[src/logic/stepper_pkg.sv]
// Constants, register layouts and carrier types of the step-motor control logic.
// Assumes a single 125 MHz clock and an AXI4-Lite master with 32-bit data.
package stepper_pkg;
  // ==========================================================================
  // Timing
  localparam int CLK_HZ = 125_000_000;
  localparam int TEST_RATE_HZ = 100;
  localparam int IDLE_WAIT_S = 1;
  localparam int TEST_CYC = CLK_HZ / TEST_RATE_HZ;
  localparam int IDLE_CYC = CLK_HZ * IDLE_WAIT_S;
  localparam int HALF_REV_STEPS = 200;
  localparam int HALF_TABLE_LEN = 8;

  // ==========================================================================
  // Register map
  localparam logic [7:0] ADDR_CTRL = 8'h00;
  localparam logic [7:0] ADDR_STATUS = 8'h04;
  localparam logic [1:0] RESP_OKAY = 2'h0;
  localparam logic [1:0] RESP_SLVERR = 2'h2;
  // Current code in 0.1 A units, doubled to 0.05 A units on the drive; base 0.4 A
  localparam logic [6:0] BASE_CUR = 7'h04;

  typedef enum logic [1:0] {
    RES_HALF = 2'h0,
    RES_FIFTH = 2'h1,
    RES_FIFTIETH = 2'h2,
    RES_TENTH = 2'h3
  } res_t;

  typedef enum logic [2:0] {
    T_OFF = 3'h1,
    T_FWD = 3'h2,
    T_BWD = 3'h4
  } test_t;

  typedef struct packed {
    logic [4:0] curCode;
    logic idleEn;
    res_t res;
    logic selfTest;
  } ctrl_t;

  localparam ctrl_t CTRL_RESET = 9'h008;

  typedef struct packed {
    logic [8:0] zeroHi;
    logic [6:0] curLevel;
    logic [4:0] zeroLo;
    logic testBack;
    logic ampOn;
    logic idle;
    logic [7:0] pos;
  } status_t;

  // ==========================================================================
  // Carriers
  typedef struct packed {
    logic awvalid;
    logic [7:0] awaddr;
    logic wvalid;
    logic [31:0] wdata;
    logic [3:0] wstrb;
    logic bready;
    logic arvalid;
    logic [7:0] araddr;
    logic rready;
  } axil_req_t;

  typedef struct packed {
    logic awready;
    logic wready;
    logic bvalid;
    logic [1:0] bresp;
    logic arready;
    logic rvalid;
    logic [31:0] rdata;
    logic [1:0] rresp;
  } axil_rsp_t;

  typedef struct packed {
    logic stepPulse;
    logic dirLevel;
    logic disableLevel;
  } pins_t;

  typedef struct packed {
    logic ampOn;
    logic [7:0] posIdx;
    logic [6:0] curLevel;
    logic idle;
  } drive_t;
endpackage

[src/logic/stepper_drive_control.sv]
// Step/direction sequencer, current setting, idle reduction and self-test.
// Assumes pins come from opto inputs (asynchronous) and an AXI4-Lite master.
`timescale 1ns/100ps

// How it works
// - disable pin high switches amplifiers off
// - position keeps counting while amplifiers off
// - floating disable pin reads low, enabled
// - reset puts sequencer at index 0
// - current is 0.4 A plus switch weights
// - half, 1/5, 1/10, 1/50 resolutions
// - both resolution bits set selects 1/10
// - idle halves current, stepping restores it
// - idle bit enables reduction, else full
// - self-test swings half turn each way
// - self-test always uses half steps
// - self-test ignores step and direction
// - self-test off after reset
// - step on falling edge, 0.5 us pulses
// - idle current after 1 s rest
// - self-test steps at 100 per second
module stepper_drive_control
  import stepper_pkg::*;
#(
  parameter int TEST_CYCLES = stepper_pkg::TEST_CYC,
  parameter int IDLE_CYCLES = stepper_pkg::IDLE_CYC
)(
  input wire logic clock,
  input wire logic rstn,
  input wire stepper_pkg::axil_req_t axiReq,
  output stepper_pkg::axil_rsp_t axiRsp,
  input wire stepper_pkg::pins_t pins,
  output stepper_pkg::drive_t drive
);
  import stepper_pkg::*;

  localparam int TW = $clog2(TEST_CYCLES + 1);
  localparam int IW = $clog2(IDLE_CYCLES + 1);
  localparam logic [TW-1:0] TEST_LAST = TW'(TEST_CYCLES - 1);
  localparam logic [IW-1:0] IDLE_LAST = IW'(IDLE_CYCLES - 1);
  localparam logic [7:0] HALF_REV_LAST = 8'(HALF_REV_STEPS - 1);

  typedef struct packed {
    axil_rsp_t rsp;
    drive_t drv;
    ctrl_t ctrl;
    logic awHeld;
    logic [7:0] awAddr;
    logic wHeld;
    logic [31:0] wData;
    logic [3:0] wStrb;
    logic [2:0] stepS;
    logic [1:0] dirS;
    logic [1:0] disS;
    test_t test;
    logic [TW-1:0] testCnt;
    logic [7:0] testSteps;
    logic [IW-1:0] idleCnt;
  } state_t;

  state_t st_r;
  state_t st_nxt;
  logic stepEv;
  logic extStep;
  logic testStep;
  logic moveUp;
  logic [7:0] tableLen;
  logic [6:0] fullCur;

  // ==========================================================================
  // Helpers
  // Electrical cycle length: four full steps times the subdivision
  function automatic logic [7:0] cycleLen(input res_t r);
    unique case (r)
      RES_HALF: cycleLen = 8'h08;
      RES_FIFTH: cycleLen = 8'h14;
      RES_TENTH: cycleLen = 8'h28;
      RES_FIFTIETH: cycleLen = 8'hC8;
    endcase
  endfunction

  // 0 = control, 1 = status, 2 = unmapped
  function automatic logic [1:0] regSel(input logic [7:0] a);
    if (a[7:2] == ADDR_CTRL[7:2])
    begin
      regSel = 2'h0;
    end
    else if (a[7:2] == ADDR_STATUS[7:2])
    begin
      regSel = 2'h1;
    end
    else
    begin
      regSel = 2'h2;
    end
  endfunction

  assign stepEv = st_r.stepS[2] & ~st_r.stepS[1];
  assign extStep = stepEv & ~st_r.ctrl.selfTest;
  assign testStep = (st_r.test != T_OFF) && (st_r.testCnt == TEST_LAST);
  assign moveUp = st_r.ctrl.selfTest ? (st_r.test == T_FWD) : st_r.dirS[1];
  assign tableLen = st_r.ctrl.selfTest ? 8'(HALF_TABLE_LEN) : cycleLen(st_r.ctrl.res);
  assign fullCur = 7'(({2'h0, st_r.ctrl.curCode} + BASE_CUR) << 1);

  // ==========================================================================
  // Next state
  always_comb
  begin
    st_nxt = st_r;
    // Opto inputs: first flop feeds only the second
    st_nxt.stepS = {st_r.stepS[1:0], pins.stepPulse};
    st_nxt.dirS = {st_r.dirS[0], pins.dirLevel};
    st_nxt.disS = {st_r.disS[0], pins.disableLevel};

    // AXI write: address and data taken in either order
    if (axiReq.awvalid && st_r.rsp.awready)
    begin
      st_nxt.awHeld = 1'b1;
      st_nxt.awAddr = axiReq.awaddr;
    end
    if (axiReq.wvalid && st_r.rsp.wready)
    begin
      st_nxt.wHeld = 1'b1;
      st_nxt.wData = axiReq.wdata;
      st_nxt.wStrb = axiReq.wstrb;
    end
    if (st_r.rsp.bvalid && axiReq.bready)
    begin
      st_nxt.rsp.bvalid = 1'b0;
    end
    if (st_nxt.awHeld && st_nxt.wHeld && !st_r.rsp.bvalid)
    begin
      st_nxt.awHeld = 1'b0;
      st_nxt.wHeld = 1'b0;
      st_nxt.rsp.bvalid = 1'b1;
      st_nxt.rsp.bresp = (regSel(st_nxt.awAddr) == 2'h2) ? RESP_SLVERR : RESP_OKAY;
      // Lane 0 holds the low control byte, lane 1 the top current bit
      if (regSel(st_nxt.awAddr) == 2'h0 && st_nxt.wStrb[0])
      begin
        st_nxt.ctrl[7:0] = st_nxt.wData[7:0];
      end
      if (regSel(st_nxt.awAddr) == 2'h0 && st_nxt.wStrb[1])
      begin
        st_nxt.ctrl[8] = st_nxt.wData[8];
      end
    end
    st_nxt.rsp.awready = !st_nxt.awHeld && !st_nxt.rsp.bvalid;
    st_nxt.rsp.wready = !st_nxt.wHeld && !st_nxt.rsp.bvalid;

    // AXI read
    if (st_r.rsp.rvalid && axiReq.rready)
    begin
      st_nxt.rsp.rvalid = 1'b0;
    end
    if (axiReq.arvalid && st_r.rsp.arready)
    begin
      st_nxt.rsp.rvalid = 1'b1;
      st_nxt.rsp.rresp = RESP_OKAY;
      unique case (regSel(axiReq.araddr))
        2'h0: st_nxt.rsp.rdata = {23'h000000, st_r.ctrl};
        2'h1: st_nxt.rsp.rdata = status_t'{9'h000, st_r.drv.curLevel, 5'h00,
          st_r.test == T_BWD, st_r.drv.ampOn, st_r.drv.idle, st_r.drv.posIdx};
        default:
        begin
          st_nxt.rsp.rdata = 32'h00000000;
          st_nxt.rsp.rresp = RESP_SLVERR;
        end
      endcase
    end
    st_nxt.rsp.arready = !st_nxt.rsp.rvalid;

    // Self-test sequencer
    unique case (st_r.test)
      T_OFF:
      begin
        st_nxt.testCnt = '0;
        st_nxt.testSteps = 8'h00;
        if (st_r.ctrl.selfTest)
        begin
          st_nxt.test = T_FWD;
        end
      end
      T_FWD, T_BWD:
      begin
        st_nxt.testCnt = testStep ? '0 : TW'(st_r.testCnt + 1'b1);
        if (testStep)
        begin
          st_nxt.testSteps = (st_r.testSteps == HALF_REV_LAST) ? 8'h00 : 8'(st_r.testSteps + 1'b1);
          if (st_r.testSteps == HALF_REV_LAST)
          begin
            st_nxt.test = (st_r.test == T_FWD) ? T_BWD : T_FWD;
          end
        end
        if (!st_r.ctrl.selfTest)
        begin
          st_nxt.test = T_OFF;
        end
      end
      default: st_nxt.test = T_OFF;
    endcase

    // Phase index, also while amplifiers are off
    if (extStep || testStep)
    begin
      if (moveUp)
      begin
        st_nxt.drv.posIdx = (st_r.drv.posIdx >= 8'(tableLen - 1'b1)) ? 8'h00
          : 8'(st_r.drv.posIdx + 1'b1);
      end
      else
      begin
        st_nxt.drv.posIdx = (st_r.drv.posIdx == 8'h00 || st_r.drv.posIdx >= tableLen)
          ? 8'(tableLen - 1'b1) : 8'(st_r.drv.posIdx - 1'b1);
      end
    end

    // Rest timer; any step restarts full current
    if (extStep || testStep)
    begin
      st_nxt.idleCnt = '0;
      st_nxt.drv.idle = 1'b0;
    end
    else if (st_r.idleCnt == IDLE_LAST)
    begin
      st_nxt.drv.idle = 1'b1;
    end
    else
    begin
      st_nxt.idleCnt = IW'(st_r.idleCnt + 1'b1);
    end

    st_nxt.drv.curLevel = (st_r.ctrl.idleEn && st_r.drv.idle) ? (fullCur >> 1)
      : fullCur;
    // Undriven opto reads low, so amplifiers stay on
    st_nxt.drv.ampOn = !st_r.disS[1];
  end

  // ==========================================================================
  // State register
  always_ff @(posedge clock)
  begin
    if (!rstn)
    begin
      st_r <= '0;
      st_r.ctrl <= CTRL_RESET;
      st_r.test <= T_OFF;
      st_r.drv.posIdx <= 8'h00;
    end
    else
    begin
      st_r <= st_nxt;
    end
  end

  assign axiRsp = st_r.rsp;
  assign drive = st_r.drv;
endmodule

[config.mk]
export PLATFORM = sky130hd
export DESIGN_NAME = stepper_drive_control
export DESIGN_NICKNAME = d
export VERILOG_FILES = /design/src/logic/stepper_pkg.sv /design/src/logic/stepper_drive_control.sv
export SDC_FILE = /design/constraint.sdc
export NUM_CORES = 1
export LEC_CHECK = 0
export ABC_AREA = 0
export BUFFER_PORTS_ARGS = -buffer_cell sky130_fd_sc_hd__buf_2
export CORE_ASPECT_RATIO = 1.4
export CORE_UTILIZATION = 45
export CTS_CLUSTER_SIZE = 10
export DETAILED_ROUTE_END_ITERATION = 8
export HOLD_SLACK_MARGIN = 0.08
export PLACE_DENSITY = 0.7
export SLEW_MARGIN = 20
export SYNTH_ARGS = -nofsm -noshare
export SYNTH_HDL_FRONTEND = slang
export SYNTH_SLANG_ARGS = --single-unit
[constraint.sdc]
create_clock -name clock -period 4.3 [get_ports clock]
set_clock_uncertainty 0.05 [all_clocks]
set_input_delay 0.215 -clock clock [delete_from_list [all_inputs] [get_ports clock]]
set_output_delay 0.215 -clock clock [all_outputs]
set_load 0.02 [all_outputs]
# Word-level counts from Yosys, hierarchy flattened
# Index checks and enable logic that the tools add are counted.
# op_classes
mux	34
order_cmp	2
n_eq_ne	18
addsub	7
n_reduce_logical	37
bitwise_logic	5
# ops
op	count
$pmux 29 s2	1
$mux 8	6
$pmux 23 s2	1
$mux 37	1
$mux 35	1
$pmux 8 s4	1
$add 27x1->27 const B	1
$eq 27x27->1 const B	1
$add 21x1->21 const B	1
$eq 21x21->1 const B	1
$mux 21	1
$mux 3	6
$add 8x1->8 const B	2
$ge 8x8->1	2
$mux 2	8
$sub 8x1->8 const B	2
$logic_and 1x1->1	13
$eq 6x1->1 const B	2
$logic_not 6->1	2
$mux 9	1
$eq 8x8->1 const B	1
$logic_not 8->1	1
$reduce_and 2->1	4
$reduce_or 2->1	4
19 further kinds	39
# totals
wordCells	137
input_bits	62
register_bits	179

# Depth between registers and ports, before layout
# logic_depth
ltp_word	11
ltp_mapped	10
depth_no_buf	9

# Worst setup path before layout
# OpenSTA, ideal clock, no wires.
# synth_path
kind	reg-to-reg
start	register st_r[112] (netlist name)
end	register st_r, in the netlist drive[11]
arrival_time_ns	2.913
period_less_slack_ns	3.037
setup_slack_ns	1.263
stages_incl_launch_ff	11
required_time_ns	4.176
cell_sequence	dfxtp_1 > clkbuf_1 > or3b_2 > inv_1 > ha_1 > a21boi_0 > o21ai_0 > a41oi_1 > a21oi_1 > or4_1 > a31oi_1
# synth_via
elab_chain_len	5
# synth_lines
element	line	text
start, declared	stepper_drive_control.sv:61	state_t st_r;
start signal, assigned	stepper_drive_control.sv:251	st_r <= st_nxt;
$mux 8	stepper_drive_control.sv:102	assign tableLen = st_r.ctrl.selfTest ? 8'(HALF_TABLE_LEN) : cycleLen(st_r.ctrl.res);
$sub 8x1->8 / $ge 8x8->1 (equally long branches)	stepper_drive_control.sv:207, stepper_drive_control.sv:213, stepper_drive_control.sv:212	
$ge 8x8->1 / $logic_or 1x1->1 (equally long branches)	stepper_drive_control.sv:207, stepper_drive_control.sv:212	
$mux 8 (on tied branches)	stepper_drive_control.sv:207, stepper_drive_control.sv:213	
$mux 8	stepper_drive_control.sv:205	if (moveUp)
# Parallel ways exist; a longest one is shown, timed or not.
# A chain may end at the register's enable or synchronous reset.

# Worst setup path in the final report
# layout_path
start	register st_r[45] (netlist name)
end	register st_r[51] (netlist name)
# layout_via
elab_chain_len	4
# layout_lines
element	line	text
parallel branches: the longest is 2 deep, another holds $add 21x1->21	-	
$mux 21 *	stepper_drive_control.sv:185	st_nxt.testCnt = testStep ? '0 : TW'(st_r.testCnt + 1'b1);
$pmux 29 s2 *	stepper_drive_control.sv:173	unique case (st_r.test)
# Every way passes the cells marked *.

==> metrics.log <==
INFO  metric worst_setup_hold_path_clk_slew = 0.06 ns
INFO  metric initial_utilization = 0.465
INFO  metric layout_min_cycle_time = approximately 3.0 ns
INFO  metric min_period_over_period = 0.707
INFO  metric max_clock_freq = roughly 330 MHz
INFO  metric power.switching = around 730 µW
INFO  metric detail_route.wl_per_cell = 14.7 µm
INFO  metric netlist-cell-type-count = between 60 and 70
INFO  metric number_of_flops_mapped_to_enable_cells_by_yosys = 0
INFO  metric routabilityCongestion = 0.827
INFO  metric area_growth_syn_to_layout = 14.8%
INFO  metric die_y = ~150 µm
INFO  metric pwr-share-seq = 0.437
INFO  metric core.rowCount = 52
INFO  metric worst-endpoint-required = 4.56 ns
INFO  metric crit_type = register to register
INFO  metric main_combinational_cell_family_by_area_after_synthesis = simple AND/OR/NAND/NOR gates
INFO  metric routed_wirelength = between 15 and 20 mm
INFO  metric cp_top_family = simple AND/OR/NAND/NOR gates
INFO  metric post_synthesis_compound_gate_area_fraction = 0.139
INFO  metric top_level_ports = 120
INFO  metric grt_first_pass_wirelength = 25.7 mm
INFO  metric report.final.slew_viol_count = 0
INFO  metric outcome = completed
INFO  metric crit_slowest_cell = sky130_fd_sc_hd__or4_1
INFO  metric total_via_count_in_the_routed_design = 5,653
INFO  metric hold_viol_final = 0
INFO  metric number_of_fill_cells = 1,367
INFO  metric nNetsFinal = just over 900
INFO  metric io_buffers = 74
INFO  metric asyncSetResetFlopFracSynth = 0
INFO  metric globalRoute.totalOverflow = 0
INFO  metric critical_path_peak_fanout = 14
INFO  metric swShare = 0.245
INFO  metric relSlewSlack = 0.359
INFO  metric synth_warnings = 0
INFO  metric muxShareOfSynthArea = 0.0480
INFO  metric unrepaired_setup_endpoints_after_global_routing = false
INFO  metric synth_cells = around 800
INFO  metric dieArea = between 15,000 and 20,000 µm²
INFO  metric initial_drt_pass_iterations = 5
INFO  metric slowest_delay = around 0.52 ns
INFO  metric setup_viol = 0
INFO  metric ys_dominant_reg_cell = sky130_fd_sc_hd__dfxtp_1
INFO  metric antenna_found_initial = 0
INFO  metric tritoncts = built
INFO  metric timing.final.ws_setup = 1.26 ns
INFO  metric critical_path.n_buffers_inverters = 1
INFO  metric htree_levels = 4
INFO  metric clock_buffer_depth = 2
INFO  metric combinationalPowerShare = 0.066
INFO  metric drive_gt1_frac = 0.157
INFO  metric slew_of_the_pin_with_the_lowest_slew_margin = 0.957 ns
INFO  metric grt_start_max_net_pins = 41
INFO  metric p_int = about 2300 µW
INFO  metric worst_ep_arrival_time = roughly 3.3 ns
INFO  metric avgSynthCellArea = 8.51 µm²
INFO  metric number_of_flip_flops_and_latches_in_the_synthesized_netlist = approximately 140
INFO  metric route.detailed.vias_per_inst = approximately 5.4
INFO  metric count_of_unresolved_drc_violations_after_routing = 0
INFO  metric core-area = between 10,000 and 15,000 µm²
INFO  metric number_of_max_cap_violations = 0
INFO  metric post_synth_and_or_nand_nor_area_fraction = 0.249
INFO  metric num_antenna_cells = 0
INFO  metric clkLatencyLatePin = between 0.4 and 0.5 ns
INFO  metric timing.critical_path.cells = or4_1 > or4_4 > nor3_4 > nor2_1 > buf_4 > and3_1 > o221a_1
INFO  metric setup.worst_path.end_class = register
INFO  metric synth.yosys.seq_area_share = 0.402
INFO  metric adder_cell_area_share_of_the_yosys_netlist = 0.0295
INFO  metric post_cts_resized = 0
INFO  metric tritoncts_num_sinks = about 140
INFO  metric setup_tns = 0 ns
INFO  metric detailedPlace.worstSlack = about 1.3 ns
INFO  metric floorplan.die.width = about 110 µm
INFO  metric power-per-cell-area = between 300 and 400 nW/µm²
INFO  metric antenna_violating_nets_post_route = 0
INFO  metric timing.hold.worst.class = primary input to register
INFO  metric grt_overall_usage = 0.204
INFO  metric number_of_global_route_vias_before_repair = about 5,500
INFO  metric power_frac_clock = 0.497
INFO  metric synth_xor_area_frac = 0.0388
INFO  metric worst-r2r-setup-slack = between 1 and 1.5 ns
INFO  metric place.detailed.hpwl = between 10 and 15 mm
INFO  metric cp-start-kind = register
INFO  metric first_iter_violations = approximately 260
INFO  metric cts-root-buf = sky130_fd_sc_hd__clkbuf_16
INFO  metric tritoncts.num_buffers = 17
INFO  metric post_synth_instance_area = 6780 µm²
INFO  metric irDropWorstVdd = approximately 210 µV
INFO  metric leakagePower = roughly 0.0030 µW
## synth_stat cells (all sizes together), types with 5 or more instances
cell type / instances / area, µm²
nand3b: 6 / 45.0
nand3: 22 / 110
clkbuf: 32 / 120
dfxtp: 136 / 2720
a211oi: 12 / 90.1
and3: 17 / 106
nand4: 22 / 138
or4: 8 / 63.8
a311oi: 5 / 43.8
xor2: 12 / 105
nand2: 69 / 259
a21oi: 41 / 205
o211ai: 6 / 45.0
nor3: 26 / 141
inv: 12 / 45.0
or3: 7 / 43.8
nor4: 7 / 43.8
and2: 17 / 106
o22ai: 5 / 31.3
o21ai: 11 / 55.1
nor2: 105 / 397
a22oi: 19 / 143
ha: 16 / 200
mux2i: 19 / 190
or2: 5 / 31.3
xnor2: 18 / 158
mux2: 12 / 135
buf: 66 / 470
nor3b: 9 / 67.6
## flip-flops by register name, summed over array words and instances (netlist names)
name,flops
axiRsp,25
drive,17
st_nxt,4
st_r,90
## worst paths after layout
path / cells after the start / from / to
worst max-delay path: 7 / st_r[45] / st_r[51]
worst min-delay path: 3 / axiReq[23] / st_r[78]
worst max register to register: 7 / st_r[45] / st_r[51]
worst min register to register: 1 / st_r[60] / drive[16]
## layout make-up
cell class	count	area, µm²	area share
clock buffers	18	439	0.0564
clock inverters	14	163	0.0209
inverters	13	48.8	0.00627
multi-input cells	565	3480	0.447
flip-flops and latches	136	2720	0.350
well taps	189	236	0.0304
repair buffers	108	693	0.0891
## tightest hold or removal path: cells and delay by family
kind,cells,cell delay [ns]
simple gates,1,0.11
mux,1,0.14
buf+inv,1,0.07
## through the flow
stage                      util  area [µm²]  std cells  total power, µW  hold WS, ns
after global routing      0.534        7780       1043             3080        0.111
after floorplan               -        6840        812             1480        0.292
after global placement    0.474        6900        984             1510        0.322
final                     0.534        7780       1043             2980        0.100
after CTS                 0.534        7780       1043             3000       0.0921
after detailed placement  0.474        6900        984             1510        0.337
## per-layer routing
metal  global-route usage  vias up  wire length [µm]
li1                     -     2858                 -
met2                0.354      118              7690
met3               0.0444       25               508
met1                0.242     2652              6750
met4               0.0861        0               359
met5                    0        -                 0
## timing repair
action                                 in CTS  in global routing
hold buffers                               27                  0
endpoints found under the hold margin      23                  0
setup buffers                               0                  0
## layout by cell type (no fill, tap or decap), types with 7 or more instances in the layout
| cell type | Yosys | layout |
|---|---|---|
| sky130_fd_sc_hd__a22oi_1 | 19 | 19 |
| sky130_fd_sc_hd__or4_1 | 7 | 7 |
| sky130_fd_sc_hd__and3_1 | 17 | 17 |
| sky130_fd_sc_hd__nor2_1 | 104 | 104 |
| sky130_fd_sc_hd__mux2_2 | 10 | 10 |
| sky130_fd_sc_hd__xor2_1 | 12 | 12 |
| sky130_fd_sc_hd__buf_2 | 4 | 74 |
| sky130_fd_sc_hd__ha_1 | 16 | 16 |
| sky130_fd_sc_hd__dfxtp_1 | 136 | 136 |
| sky130_fd_sc_hd__nor3_1 | 25 | 25 |
| sky130_fd_sc_hd__nand4_1 | 22 | 22 |
| sky130_fd_sc_hd__nand2_1 | 69 | 69 |
| sky130_fd_sc_hd__or3_1 | 7 | 7 |
| sky130_fd_sc_hd__dlygate4sd3_1 | 0 | 27 |
| sky130_fd_sc_hd__a21oi_1 | 41 | 41 |
| sky130_fd_sc_hd__a211oi_1 | 12 | 12 |
| sky130_fd_sc_hd__buf_4 | 58 | 7 |
| sky130_fd_sc_hd__nand3_1 | 22 | 22 |
| sky130_fd_sc_hd__and2_1 | 17 | 17 |
| sky130_fd_sc_hd__conb_1 | 1 | 16 |
| sky130_fd_sc_hd__clkbuf_16 | 0 | 17 |
| sky130_fd_sc_hd__xnor2_1 | 18 | 18 |
| sky130_fd_sc_hd__mux2i_1 | 19 | 19 |
| sky130_fd_sc_hd__nor3b_1 | 9 | 9 |
| sky130_fd_sc_hd__inv_1 | 12 | 12 |
## power by group through the flow
stage	Sequential (µW)	Clock, µW	Combinational (µW)
5_1_grt	1310	1560	216
3_5_place_dp	1330	0	177
4_1_cts	1300	1500	196
3_3_place_gp	1330	0	175
2_1_floorplan	1320	0	153
6_report	1300	1480	196
## kinds of logic (layout without fill, tap and decap cells)
logic type                 Yosys count  in the layout
and+or+nand+nor                    336            336
AOI/OAI and AO/OA                  136            136
DFF                                136            136
buffers and inverters              111            153
muxes                               31             31
xor gates and xnor gates            30             30
adders and majority gates           16             16
other                                1             16
No activity file was read; power rests on OpenSTA's default activity.
